--- config.mk ---
export PLATFORM = sky130hd
export DESIGN_NAME = cpu_bus_ready_irq_control
export DESIGN_NICKNAME = d
export VERILOG_FILES = /design/src/include/cpu_bus_pkg.sv /design/src/design/cpu_bus_ready_irq_control.sv /design/src/design/phase_clock_gen.sv
export VERILOG_INCLUDE_DIRS = /design/src /design/src/include
export SDC_FILE = /design/constraint.sdc
export NUM_CORES = 1
export LEC_CHECK = 0
export BUFFER_PORTS_ARGS = -buffer_cell sky130_fd_sc_hd__buf_4
export CAP_MARGIN = 20
export CORE_ASPECT_RATIO = 1.75
export CORE_MARGIN = 5
export CORE_UTILIZATION = 35
export CTS_CLUSTER_DIAMETER = 120
export CTS_CLUSTER_SIZE = 40
export DETAILED_ROUTE_END_ITERATION = 8
export GPL_TIMING_DRIVEN = 0
export HOLD_SLACK_MARGIN = 0.15
export PLACE_DENSITY = 0.52
export REMOVE_ABC_BUFFERS = 1
export SYNTH_ARGS = -nofsm -noshare
export SYNTH_HDL_FRONTEND = slang
export SYNTH_SLANG_ARGS = --single-unit
--- constraint.sdc ---
create_clock -name sys_clk_i -period 3.2 [get_ports sys_clk_i]
set_input_delay 0 -clock sys_clk_i [delete_from_list [all_inputs] [get_ports sys_clk_i]]
set_output_delay 0 -clock sys_clk_i [all_outputs]
set_load 0.005 [all_outputs]
--- src/include/cpu_bus_regs.svh ---
// Purpose: Timing counts and fixed addresses for the bus and interrupt control block.
// Assumes: System clock of 20 MHz, a period of 50 ns.
// Notes: Addresses are full 16-bit values and are cut to the bus width at the pins.
`ifndef CPU_BUS_REGS_SVH
`define CPU_BUS_REGS_SVH

// ----------------------------------------
// Timing
// ----------------------------------------
`define SYS_PERIOD_NS 50
`define PHASE_NS 250
`define PHASE_CYC ((`PHASE_NS) / (`SYS_PERIOD_NS))

// ----------------------------------------
// Addresses
// ----------------------------------------
`define IRQ_VEC_LO 16'hFFFE
`define IRQ_VEC_HI 16'hFFFF
`define STACK_PAGE 8'h01

`endif

--- src/include/cpu_bus_pkg.sv ---
// Purpose: Types shared by the bus and interrupt control block.
// Assumes: Nothing beyond the block's own files.
// Notes: Structs carry grouped signals between core and block.
package cpu_bus_pkg;

  // ----------------------------------------
  // Core side carriers
  // ----------------------------------------
  typedef struct packed {
    logic valid;
    logic write;
    logic last;
    logic [15:0] addr;
    logic [7:0] wdata;
  } bus_req_s;

  typedef struct packed {
    logic valid;
    logic [7:0] rdata;
  } bus_rsp_s;

  typedef struct packed {
    logic valid;
    logic [15:0] pc;
    logic [7:0] sp;
  } irq_done_s;

  // ----------------------------------------
  // Interrupt sequence
  // ----------------------------------------
  typedef enum logic [2:0] {
    IRQ_IDLE,
    IRQ_PUSH_PCH,
    IRQ_PUSH_PCL,
    IRQ_PUSH_P,
    IRQ_VEC_LO,
    IRQ_VEC_HI
  } irq_state_e;

endpackage

--- src/design/cpu_bus_ready_irq_control.sv ---
// Purpose: Bus cycle, ready stall and maskable interrupt control of an 8-bit processor.
// Assumes: The core holds a request until accepted and flags its last instruction cycle.
// Notes: Pins are sampled through three flip-flops; the core side is synchronous.
// Contract
// [RULE1] External variant runs on supplied two-phase clock.
// [RULE2] Internal variant makes both phases on chip.
// [RULE3] Full configuration drives sixteen address lines.
// [RULE4] Mid configuration drives thirteen address lines.
// [RULE5] Small configuration drives twelve address lines.
// [RULE6] Eight-bit data bus, driven and received.
// [RULE7] Data drivers released unless driving write data.
// [RULE8] Gate input high enables data drivers.
// [RULE9] System drives gate from phase two.
// [RULE10] Drivers off in every read cycle.
// [RULE11] Outside agent holds gate low to release.
// [RULE12] Ready stalls any cycle except writes.
// [RULE13] Ready low in phase one halts, address held.
// [RULE14] Ready low on write defers to next read.
// [RULE15] Halt lasts while ready low at phase two.
// [RULE16] Interrupt taken only after instruction completes.
// [RULE17] Interrupt starts only with mask flag clear.
// [RULE18] Sequence pushes program counter and status.
// [RULE19] Mask flag set after state saved.
// [RULE20] Vector fetched from FFFE then FFFF.
// [RULE21] Interrupt recognised only while ready high.
// [RULE22] Interrupt sampled in phase two, starts phase one.
// [RULE23] Push order high, low, status; stack decrements.
`timescale 1ns/10ps
`default_nettype none
`include "cpu_bus_regs.svh"

module cpu_bus_ready_irq_control #(
  parameter bit EXT_CLOCK = 1'b0,
  parameter bit HAS_GATE = 1'b0,
  parameter int ADDR_W = 16,
  parameter int PHASE_CYC = `PHASE_CYC
) (
  // Clock and reset
  input wire logic sys_clk_i,
  input wire logic reset_i,
  // Clock pins
  input wire logic phi1_i,
  input wire logic phi2_i,
  output logic phi1_o,
  output logic phi2_o,
  // Bus pins
  output logic [ADDR_W-1:0] addr_out_o,
  input wire logic [7:0] data_io_i,
  output logic [7:0] data_io_o,
  output logic data_io_oe_o,
  output logic write_o,
  input wire logic data_out_gate_i,
  input wire logic ready_i,
  input wire logic irq_n_i,
  // Core side
  input wire cpu_bus_pkg::bus_req_s req_i,
  output logic req_ready_o,
  output cpu_bus_pkg::bus_rsp_s rsp_o,
  input wire logic mask_flag_i,
  input wire logic [15:0] pc_i,
  input wire logic [7:0] status_i,
  input wire logic [7:0] sp_i,
  output logic mask_set_o,
  output cpu_bus_pkg::irq_done_s irq_done_o,
  output logic irq_busy_o,
  output logic halted_o
);

  localparam int SYNC_W = 11;

  logic phi2;
  logic p1_start;
  logic p1_end;
  logic p2_end;
  logic [SYNC_W-1:0] raw;
  logic [SYNC_W-1:0] sa_q;
  logic [SYNC_W-1:0] sb_q;
  logic [SYNC_W-1:0] sc_q;
  logic [SYNC_W-1:0] pin_q;
  logic ready_s;
  logic irq_low_s;
  logic gate_s;
  logic [7:0] din_s;
  logic cyc_q;
  logic wr_q;
  logic last_q;
  logic [15:0] addr_q;
  logic [7:0] wdata_q;
  logic halt_q;
  logic done;
  logic irq_pend_q;
  logic irq_start;
  logic from_irq_q;
  cpu_bus_pkg::irq_state_e irq_st_q;
  logic [7:0] sp_q;
  logic [15:0] pc_cap_q;
  logic [7:0] p_cap_q;
  logic [7:0] vec_lo_q;
  logic gate_ok;

  // ----------------------------------------
  // Phase source
  // ----------------------------------------
  phase_clock_gen #(
    .EXT_CLOCK(EXT_CLOCK),
    .PHASE_CYC(PHASE_CYC)
  ) u_phase (
    .sys_clk_i(sys_clk_i), // [RULE1] [RULE2]
    .reset_i(reset_i),
    .phi1_i(phi1_i),
    .phi2_i(phi2_i),
    .phi1_o(phi1_o),
    .phi2_o(phi2),
    .p1_start_o(p1_start),
    .p1_end_o(p1_end),
    .p2_end_o(p2_end)
  );
  assign phi2_o = phi2;

  // ----------------------------------------
  // Pin synchronisers
  // ----------------------------------------
  assign raw = {data_io_i, irq_n_i, data_out_gate_i, ready_i};

  always_ff @(posedge sys_clk_i)
  begin
    if (reset_i)
    begin
      sa_q <= '0;
      sb_q <= '0;
      sc_q <= '0;
    end
    else
    begin
      sa_q <= raw;
      sb_q <= sa_q;
      sc_q <= sb_q;
    end
  end

  // A level counts only once two stages agree, which filters a one-cycle glitch.
  genvar gi;
  generate
    for (gi = 0; gi < SYNC_W; gi++)
    begin : g_pin
      always_ff @(posedge sys_clk_i)
      begin
        if (reset_i)
          pin_q[gi] <= (gi == 2);
        else if (sb_q[gi] == sc_q[gi])
          pin_q[gi] <= sb_q[gi];
      end
    end
  endgenerate

  assign ready_s = pin_q[0];
  assign gate_s = pin_q[1];
  assign irq_low_s = !pin_q[2];
  assign din_s = pin_q[10:3]; // [RULE6]

  // ----------------------------------------
  // Bus cycle
  // ----------------------------------------
  // Writes never wait; a read completes only on a phase two end with ready high.
  assign done = cyc_q && p2_end && (wr_q || ready_s); // [RULE12] [RULE14] [RULE15]

  always_ff @(posedge sys_clk_i)
  begin
    if (reset_i)
    begin
      cyc_q <= 1'b0;
      wr_q <= 1'b0;
      last_q <= 1'b0;
      addr_q <= 16'h0000;
      wdata_q <= 8'h00;
      from_irq_q <= 1'b0;
    end
    else if (done)
      cyc_q <= 1'b0;
    else if (p1_start && !cyc_q)
    begin
      // A stalled cycle stays in place, so its address is repeated. [RULE13]
      if (irq_st_q != cpu_bus_pkg::IRQ_IDLE)
      begin
        cyc_q <= 1'b1;
        from_irq_q <= 1'b1;
        last_q <= 1'b0;
        unique case (irq_st_q)
          cpu_bus_pkg::IRQ_PUSH_PCH:
          begin
            wr_q <= 1'b1;
            addr_q <= {`STACK_PAGE, sp_q};
            wdata_q <= pc_cap_q[15:8];
          end
          cpu_bus_pkg::IRQ_PUSH_PCL:
          begin
            wr_q <= 1'b1;
            addr_q <= {`STACK_PAGE, sp_q};
            wdata_q <= pc_cap_q[7:0];
          end
          cpu_bus_pkg::IRQ_PUSH_P:
          begin
            wr_q <= 1'b1;
            addr_q <= {`STACK_PAGE, sp_q};
            wdata_q <= p_cap_q;
          end
          cpu_bus_pkg::IRQ_VEC_LO:
          begin
            wr_q <= 1'b0;
            addr_q <= `IRQ_VEC_LO; // [RULE20]
          end
          default:
          begin
            wr_q <= 1'b0;
            addr_q <= `IRQ_VEC_HI; // [RULE20]
          end
        endcase
      end
      else if (req_i.valid)
      begin
        cyc_q <= 1'b1;
        from_irq_q <= 1'b0;
        wr_q <= req_i.write;
        last_q <= req_i.last;
        addr_q <= req_i.addr;
        wdata_q <= req_i.wdata;
      end
    end
  end

  // Halt marks a read held by ready low at the end of phase one.
  always_ff @(posedge sys_clk_i)
  begin
    if (reset_i || done)
      halt_q <= 1'b0;
    else if (cyc_q && !wr_q && p1_end && !ready_s)
      halt_q <= 1'b1; // [RULE13]
  end

  assign req_ready_o = p1_start && !cyc_q && irq_st_q == cpu_bus_pkg::IRQ_IDLE;
  assign addr_out_o = addr_q[ADDR_W-1:0]; // [RULE3] [RULE4] [RULE5]
  assign write_o = cyc_q && wr_q;
  assign halted_o = halt_q;
  assign irq_busy_o = irq_st_q != cpu_bus_pkg::IRQ_IDLE;

  // ----------------------------------------
  // Data drivers
  // ----------------------------------------
  assign gate_ok = HAS_GATE ? gate_s : 1'b1; // [RULE8] [RULE11]
  assign data_io_oe_o = cyc_q && wr_q && phi2 && gate_ok; // [RULE7] [RULE10] [RULE9]
  assign data_io_o = wdata_q;

  always_ff @(posedge sys_clk_i)
  begin
    if (reset_i)
      rsp_o <= '0;
    else
    begin
      rsp_o.valid <= done && !from_irq_q;
      if (done && !wr_q)
        rsp_o.rdata <= din_s;
    end
  end

  // ----------------------------------------
  // Maskable interrupt
  // ----------------------------------------
  always_ff @(posedge sys_clk_i)
  begin
    if (reset_i)
      irq_pend_q <= 1'b0;
    else if (p2_end)
      irq_pend_q <= irq_low_s; // [RULE22]
  end

  // Taken at the end of an instruction, so the sequence opens on the next phase one.
  assign irq_start = done && last_q && !from_irq_q && irq_pend_q && !mask_flag_i
    && ready_s; // [RULE16] [RULE17] [RULE21]

  always_ff @(posedge sys_clk_i)
  begin
    if (reset_i)
    begin
      irq_st_q <= cpu_bus_pkg::IRQ_IDLE;
      sp_q <= 8'h00;
      pc_cap_q <= 16'h0000;
      p_cap_q <= 8'h00;
      vec_lo_q <= 8'h00;
    end
    else if (irq_start)
    begin
      irq_st_q <= cpu_bus_pkg::IRQ_PUSH_PCH; // [RULE18]
      sp_q <= sp_i;
      pc_cap_q <= pc_i;
      p_cap_q <= status_i;
    end
    else if (done && from_irq_q)
    begin
      unique case (irq_st_q)
        cpu_bus_pkg::IRQ_PUSH_PCH:
        begin
          irq_st_q <= cpu_bus_pkg::IRQ_PUSH_PCL; // [RULE23]
          sp_q <= sp_q - 8'h01;
        end
        cpu_bus_pkg::IRQ_PUSH_PCL:
        begin
          irq_st_q <= cpu_bus_pkg::IRQ_PUSH_P; // [RULE23]
          sp_q <= sp_q - 8'h01;
        end
        cpu_bus_pkg::IRQ_PUSH_P:
        begin
          irq_st_q <= cpu_bus_pkg::IRQ_VEC_LO;
          sp_q <= sp_q - 8'h01;
        end
        cpu_bus_pkg::IRQ_VEC_LO:
        begin
          irq_st_q <= cpu_bus_pkg::IRQ_VEC_HI;
          vec_lo_q <= din_s;
        end
        default:
          irq_st_q <= cpu_bus_pkg::IRQ_IDLE;
      endcase
    end
  end

  always_ff @(posedge sys_clk_i)
  begin
    if (reset_i)
    begin
      mask_set_o <= 1'b0;
      irq_done_o <= '0;
    end
    else
    begin
      mask_set_o <= done && irq_st_q == cpu_bus_pkg::IRQ_PUSH_P; // [RULE19]
      irq_done_o.valid <= done && irq_st_q == cpu_bus_pkg::IRQ_VEC_HI;
      if (done && irq_st_q == cpu_bus_pkg::IRQ_VEC_HI)
      begin
        irq_done_o.pc <= {din_s, vec_lo_q}; // [RULE20]
        irq_done_o.sp <= sp_q;
      end
    end
  end
endmodule
`default_nettype wire

--- src/design/phase_clock_gen.sv ---
// Purpose: Two-phase clock source, made on chip or taken from pins.
// Assumes: External phases do not overlap and are slower than 4 system clocks each.
// Notes: Emits one-cycle strobes that mark the phase edges for the bus logic.
`timescale 1ns/10ps
`default_nettype none
`include "cpu_bus_regs.svh"

module phase_clock_gen #(
  parameter bit EXT_CLOCK = 1'b0,
  parameter int PHASE_CYC = `PHASE_CYC
) (
  // Clock and reset
  input wire logic sys_clk_i,
  input wire logic reset_i,
  // External phase pins
  input wire logic phi1_i,
  input wire logic phi2_i,
  // Phase levels and strobes
  output logic phi1_o,
  output logic phi2_o,
  output logic p1_start_o,
  output logic p1_end_o,
  output logic p2_end_o
);

  logic [15:0] cnt_q;
  logic [2:0] s1_q;
  logic [2:0] s2_q;
  logic [2:0] s3_q;
  logic ph1_q;
  logic ph2_q;
  logic ph1_prev_q;
  logic ph2_prev_q;

  // ----------------------------------------
  // Internal divider from the time base
  // ----------------------------------------
  always_ff @(posedge sys_clk_i)
  begin
    if (reset_i || cnt_q == 16'(2 * PHASE_CYC - 1))
      cnt_q <= 16'h0000;
    else
      cnt_q <= cnt_q + 16'h0001;
  end

  // ----------------------------------------
  // Pin phases: three stages, change taken when stages two and three agree
  // ----------------------------------------
  always_ff @(posedge sys_clk_i)
  begin
    if (reset_i)
    begin
      s1_q <= 3'h0;
      s2_q <= 3'h0;
      s3_q <= 3'h0;
      ph1_q <= 1'b0;
      ph2_q <= 1'b0;
      ph1_prev_q <= 1'b0;
      ph2_prev_q <= 1'b0;
    end
    else
    begin
      s1_q <= {phi2_i, phi1_i, 1'b0};
      s2_q <= s1_q;
      s3_q <= s2_q;
      if (s2_q[1] == s3_q[1])
        ph1_q <= s2_q[1];
      if (s2_q[2] == s3_q[2])
        ph2_q <= s2_q[2];
      ph1_prev_q <= phi1_o;
      ph2_prev_q <= phi2_o;
    end
  end

  // Internal phases leave a dead cycle-free split; external ones keep their own gap.
  always_comb
  begin
    if (EXT_CLOCK)
    begin
      phi1_o = ph1_q;
      phi2_o = ph2_q;
    end
    else
    begin
      phi1_o = (cnt_q < 16'(PHASE_CYC));
      phi2_o = !phi1_o;
    end
    p1_start_o = phi1_o && !ph1_prev_q;
    p1_end_o = !phi1_o && ph1_prev_q;
    p2_end_o = !phi2_o && ph2_prev_q;
  end

endmodule
`default_nettype wire

### Word level (Yosys, flattened, before mapping)

Cells that the tools add are included.

| word-level totals | value |
|---|---|
| register bits | 169 |
| input bits | 75 |
| output and inout bits | 66 |
| logic and storage cells | 125 |

| operators by class | value |
|---|---|
| add/subtract/negate cells | 2 |
| magnitude comparators | 1 |
| equal/unequal tests | 17 |
| mux-type cells | 21 |
| bitwise logic cells | 2 |
| reductions and logical operators | 46 |

Operators with widths:

| operator | count |
|---|---|
| $mux 8 | 5 |
| $mux 16 | 2 |
| $pmux 16 s2 | 1 |
| $pmux 8 s3 | 1 |
| $logic_and 1x1->1 | 22 |
| $add 16x1->16 const B | 1 |
| $eq 16x4->1 const B | 1 |
| $lt 16x3->1 const B | 1 |
| $pmux 3 s4 | 1 |
| $mux 1 | 11 |
| $eq 1x1->1 | 10 |
| $logic_not 1->1 | 8 |
| $sub 8x1->8 const B | 1 |
| $eq 3x2->1 const B | 2 |
| $eq 3x3->1 const B | 2 |
| $reduce_and 3->1 | 2 |
| $reduce_bool 2->1 | 3 |
| $ne 4x1->1 const B | 1 |
| $reduce_and 2->1 | 2 |
| $reduce_and 4->1 | 1 |
| $reduce_or 2->1 | 2 |
| $eq 3x1->1 const B | 1 |
| $logic_not 3->1 | 1 |
| $logic_or 1x1->1 | 3 |
| other kinds (3) | 4 |

### Depth between registers and ports, before layout

| depth | value |
|---|---|
| depth in word-level cells | 11 |
| mapped depth | 10 |
| mapped depth without buffers | 8 |

### Hierarchy

Synthesis repeated with hierarchy kept, for this count alone.

| second synthesis, totals | value |
|---|---|
| cell total of the unflattened synthesis | 745 |
| area, all modules | 6431.2 sq um |

Modules (own cells, without submodules):

| module | times used | cells an instance | area an instance (sq um) |
|---|---|---|---|
| cpu_bus_ready_irq_control | 1 | 648 | 5585.4 |
| phase_clock_gen | 1 | 97 | 845.8 |

### Worst setup path after synthesis

Ideal clock, no wire load.

| timing | value |
|---|---|
| path kind | register to register |
| from | register u_phase.cnt_q[4] |
| to | register sp_q[5] |
| arrival | 2361 ps |
| setup slack | 723 ps |
| stages on the path, launching flop included | 7 |
| period minus slack after synthesis | 2477 ps |
| cells stage by stage | dfxtp_1 or4_4 or2_1 buf_6 nor4_4 mux2_2 o211a_1 |

| between the ends | value |
|---|---|
| word-level cells in the longest chain between the ends | 11 |
| elaborated cells between the ends (all ways) | 14 |
| those cells by class | order compare (1); mux (1); reduce/logical (12) |

Ends and longest elaborated chain:

| item | RTL line | RTL |
|---|---|---|
| from (decl) | phase_clock_gen.sv:26 | `logic [15:0] cnt_q;` |
| from (signal assigned) | phase_clock_gen.sv:43 | `cnt_q <= cnt_q + 16'h0001;` |
| $lt 16x3->1 (*) | phase_clock_gen.sv:85 | `phi1_o = (cnt_q < 16'(PHASE_CYC));` |
| $logic_and 1x1->1 (*) | phase_clock_gen.sv:90 | `p2_end_o = !phi2_o && ph2_prev_q;` |
| $logic_and 1x1->1 (*) (2 in a row) | cpu_bus_ready_irq_control.sv:165 | `assign done = cyc_q && p2_end && (wr_q \|\| ready_s);` |
| $logic_and 1x1->1 (4 in a row) | cpu_bus_ready_irq_control.sv:277 | `assign irq_start = done && last_q && !from_irq_q && irq_pend_q && !mask_flag_i` |
| $logic_and 1x1->1 | cpu_bus_ready_irq_control.sv:278 | `&& ready_s;` |
| $reduce_bool 2->1 (no source line) | n/a |  |
| $reduce_and 2->1 (no source line) | n/a |  |
| to (signal assigned) | cpu_bus_ready_irq_control.sv:293 | `sp_q <= sp_i;` |
| to (signal assigned) | cpu_bus_ready_irq_control.sv:303 | `sp_q <= sp_q - 8'h01;` |
| to (signal assigned) | cpu_bus_ready_irq_control.sv:308 | `sp_q <= sp_q - 8'h01;` |
| to (decl) | cpu_bus_ready_irq_control.sv:95 | `logic [7:0] sp_q;` |

Mark *: on every way between the ends. The rest lies on a longest branch, timed or not.
A chain may end at the register's enable or synchronous reset.

### Final worst setup path

| timing | value |
|---|---|
| from | register irq_st_q[1] |
| to | register addr_q[0], in the netlist addr_out_o[0] |

| between the ends | value |
|---|---|
| word-level cells in the longest chain between the ends | 4 |
| elaborated cells between the ends (all ways) | 10 |
| those cells by class | eq/ne (4); mux (2); reduce/logical (4) |

Ends and longest elaborated chain:

| item | RTL line | RTL |
|---|---|---|
| from (decl) | cpu_bus_ready_irq_control.sv:94 | `cpu_bus_pkg::irq_state_e irq_st_q;` |
| from (signal assigned) | cpu_bus_ready_irq_control.sv:284 | `irq_st_q <= cpu_bus_pkg::IRQ_IDLE;` |
| from (signal assigned) | cpu_bus_ready_irq_control.sv:292 | `irq_st_q <= cpu_bus_pkg::IRQ_PUSH_PCH;` |
| from (signal assigned) | cpu_bus_ready_irq_control.sv:302 | `irq_st_q <= cpu_bus_pkg::IRQ_PUSH_PCL;` |
| $eq 3x2->1 / $eq 3x1->1 (equally long branches) | cpu_bus_ready_irq_control.sv:188 | `unique case (irq_st_q)` |
| $reduce_or 3->1 (no source line) | n/a |  |
| $pmux 16 s2 | cpu_bus_ready_irq_control.sv:188 |  |
| $mux 16 | cpu_bus_ready_irq_control.sv:183 | `if (irq_st_q != cpu_bus_pkg::IRQ_IDLE)` |
| to (signal assigned) | cpu_bus_ready_irq_control.sv:192 | `` addr_q <= {`STACK_PAGE, sp_q}; `` |
| to (signal assigned) | cpu_bus_ready_irq_control.sv:198 | `` addr_q <= {`STACK_PAGE, sp_q}; `` |
| to (signal assigned) | cpu_bus_ready_irq_control.sv:204 | `` addr_q <= {`STACK_PAGE, sp_q}; `` |
| to (decl) | cpu_bus_ready_irq_control.sv:87 | `logic [15:0] addr_q;` |

Several ways; a longest one is shown, not always the timed one.

==> flow_summary.yaml <==
sta:
  tightest_slew_ps: 913.4
  relSlewSlack_pct: 38.65
  finClkSkew_ps: 13.51
  rsz0062_at_grt: "no"
  fmax_mhz: 347.1
  slew_violations: 0
  hold_viol_final: 0
  hold_ws_ps: 215.0
  timing.final.crit_share_pct: 90.02
  setup_violations: 0
  period_needed_ps: 2881
power:
  power.leakage_nw: 3.559
  power_mw: 4.515
  cellPowerDensity_nw_per_um2: 492.8
  ir_worst_vdd_uv: 256.5
logic_synthesis:
  synth_edf_count: 0
  synth_cells: 726
  synth_area_leaders: "dfxtp_1, mux2i_1, nor2_1, nand2_1, a21oi_1"
  muxShareOfSynthArea_pct: 8.204
  synth_adder_area_share_pct: 0.7650
  synth-simple-area-share_pct: 23.14
  avgSynthCellArea_sq_um: 9.012
  synth_area_sq_um: 6543
  synth_flop_cell: "dfxtp_1"
  yosys_register_bits: 166
  yosys.cell_types.count: 51
  ys_warn_count: 0
  synth-async-reset-ratio_pct: 0
  synth-compound-area-share_pct: 11.07
  yosys.area_share.xor_xnor_pct: 2.276
  synth_top_area_share_pct: 50.79
  synth_top_family_by_area: "simple AND/OR/NAND/NOR gates"
  yosys.area.top_type: "dfxtp_1"
  ys_seq_area_share_pct: 50.79
placement:
  place_inst: 1063
  place_area_sq_um: 7816
  place.gp.congestion: 0.8101
  io_buffers: 137
  dp_hpwl_microns: 12460
clock_network:
  ctsRootBufferMaster: "clkbuf_16"
  numCtsBuffers: 17
  clock_latency_ps: 420
  cts_tree: "done"
  clock_path_buffers: 2
  h-tree-depth: 4
  cts_sinks: 166
  cts.clk_slew.worst_paths_ps: 70
critical_path:
  worstPathRequired_ps: 3550
  cp_max_fo: 20
  worst_ep_arrival_time_ps: 3230
  crit_path_frequent_cell: "or2_2"
  cp_top_family: "simple AND/OR/NAND/NOR gates"
  critPathBufInv: 1
  r2r-start: "irq_st_q[1]"
  r2r-end: "addr_out_o[0]"
  max_stage_delay_ps: 730
  worstSetupPathType: "reg -> reg"
  worstPathCellList: "or2_2 > nor2_1 > inv_1 > or2_2 > and4_1 > o311ai_0 > a21oi_1"
  reg2reg_depth: 7
  regToRegSetupSlack_ps: 320
  startpoint_type: "register"
  critPathSlowestCell: "dfxtp_1"
  cp-end-kind: "register"
detailed_routing:
  routedWlPerCell_microns: 14.97
  drtAntennaViolNets: 0
  firstDrtPassIters: 4
  drc: 0
  drt_iter0_markers: 276
  vias: 5709
  viasPerCell: 4.871
  drt_wl_total_microns: 17550
job:
  drv_cap: 0
global_routing:
  grt_max_degree: 56
  track_usage_pct: 16.26
  gr-total-overflow: 0
  antenna_found_initial: 1
  grt_pass1_wl_microns: 28540
  grt_pass1_vias: 5828
floorplanning:
  die-area_sq_um: 21630
  rows: 66
  start_util_pct: 35.37
  design.portCount: 141
  die_w_microns: 113.4
  die_h_microns: 190.9
  fp.coreArea_sq_um: 18500
worst_hold_path:
  hold_path_depth: 6
  holdCritPathClass: "in -> reg"
  worstHoldStart: "req_i[26]"
  min_to: "addr_out_o[8]"
status:
  status: "complete, no violations"
finish:
  nets: 999
  final_area_sq_um: 9161
  final_common_cell: "dfxtp_1"
  final_cell_mix: "dfxtp_1, buf_4, nor2_1, nand2_1, dlygate4sd3_1"
  instances_no_fill: 1172
  drive_above_1_share_pct: 21.22
  area_delta_synth_final_pct: 40.03
synth_stat cells, types with 3 or more instances:
cell,number
dfxtp_1,166
nor2_1,103
nand2_1,78
mux2i_1,51
a21oi_1,50
clkbuf_1,39
nor2b_1,31
o21ai_0,29
nor3_1,22
a211oi_1,16
inv_1,16
nand3_1,13
and2_1,11
xnor2_1,11
nand4_1,9
or4_1,8
a2111oi_0,7
and3_1,6
xor2_1,6
ha_1,4
o21bai_1,4
and4_1,3
nor3b_1,3
nor4_1,3
nor4_4,3
flip-flops by register name (all words and copies together), names as in the netlist, 9 cells and up:
| signal | flops |
|---|---|
| sa_q | 10 |
| pc_cap_q | 16 |
| sb_q | 10 |
| irq_done_o | 25 |
| u_phase.cnt_q | 16 |
| addr_out_o | 16 |
| rsp_o | 9 |
| sc_q | 10 |
how the worst max path moves through the flow:
stage | start | end | slack [ps] | cells past startpoint
after floorplan | u_phase.cnt_q[4] | irq_done_o[0] | 260 | 5
after global placement | irq_st_q[2] | irq_done_o[6] | -730 | 4
after detailed placement | irq_st_q[0] | addr_out_o[6] | -200 | 7
after CTS | irq_st_q[1] | data_io_o[0] | 50 | 7
after global routing | irq_st_q[1] | addr_out_o[0] | 120 | 7
final | irq_st_q[1] | addr_out_o[0] | 320 | 7
worst reg2reg max path, delay by kind of cell (launching register included):
family | cells | cell delay (ps)
buffers and inverters | 1 | 130
DFF | 1 | 730
AOI/OAI and AO/OA | 2 | 430
and+or+nand+nor | 4 | 1520
timing repair:
| action | 4_1_cts | 5_1_grt |
|---|---|---|
| endpoints found under the setup margin | 21 | 8 |
| gates resized for setup | 1 | 0 |
| pin swaps | 0 | 1 |
| hold buffers | 69 | 0 |
| setup buffers | 4 | 2 |
| hold endpoints to repair | 81 | 0 |
layer usage:
layer	GRT usage, %	share of wire [%]	up-vias
met3	3.652	5.4	11
met4	4.720	0.82	0
li1	-	-	2879
met1	18.33	41	2674
met5	0	0	-
met2	30.21	53	145
cell type report:
type | instances | area [sq um]
clock inverter | 15 | 172.7
tap | 238 | 297.8
multi-input combinational | 499 | 2974
inverter | 16 | 60.06
fill | 1738 | 9336
sequential | 166 | 3324
timing repair buffer | 220 | 1904
antenna | 1 | 2.502
clock buffer | 17 | 425.4
power breakdown:
part | leakage (nW) | switching, mW | total, mW | internal [mW]
clock network | 0.290 | 0.972 | 2.03 | 1.06
logic | 1.92 | 0.138 | 0.339 | 0.201
registers | 1.35 | 0.0334 | 2.15 | 2.11
per-stage QoR:
stage               TNS [ps]  worst slack (ps)  util, %
finish                     0             319.2    49.53
global route               0             121.5    49.53
CTS                        0             50.22    49.39
detailed placement     -2198            -201.0    42.26
global placement      -21650            -731.4    41.54
floorplan                  0             263.1        -
kinds of logic after synthesis:
kind of cell,count (synthesis)
compound gates,118
xor+xnor,17
fa+ha+maj,4
buf+inv,61
flops,166
mux,53
simple gates,307
No activity file was read; power rests on OpenSTA's default activity.
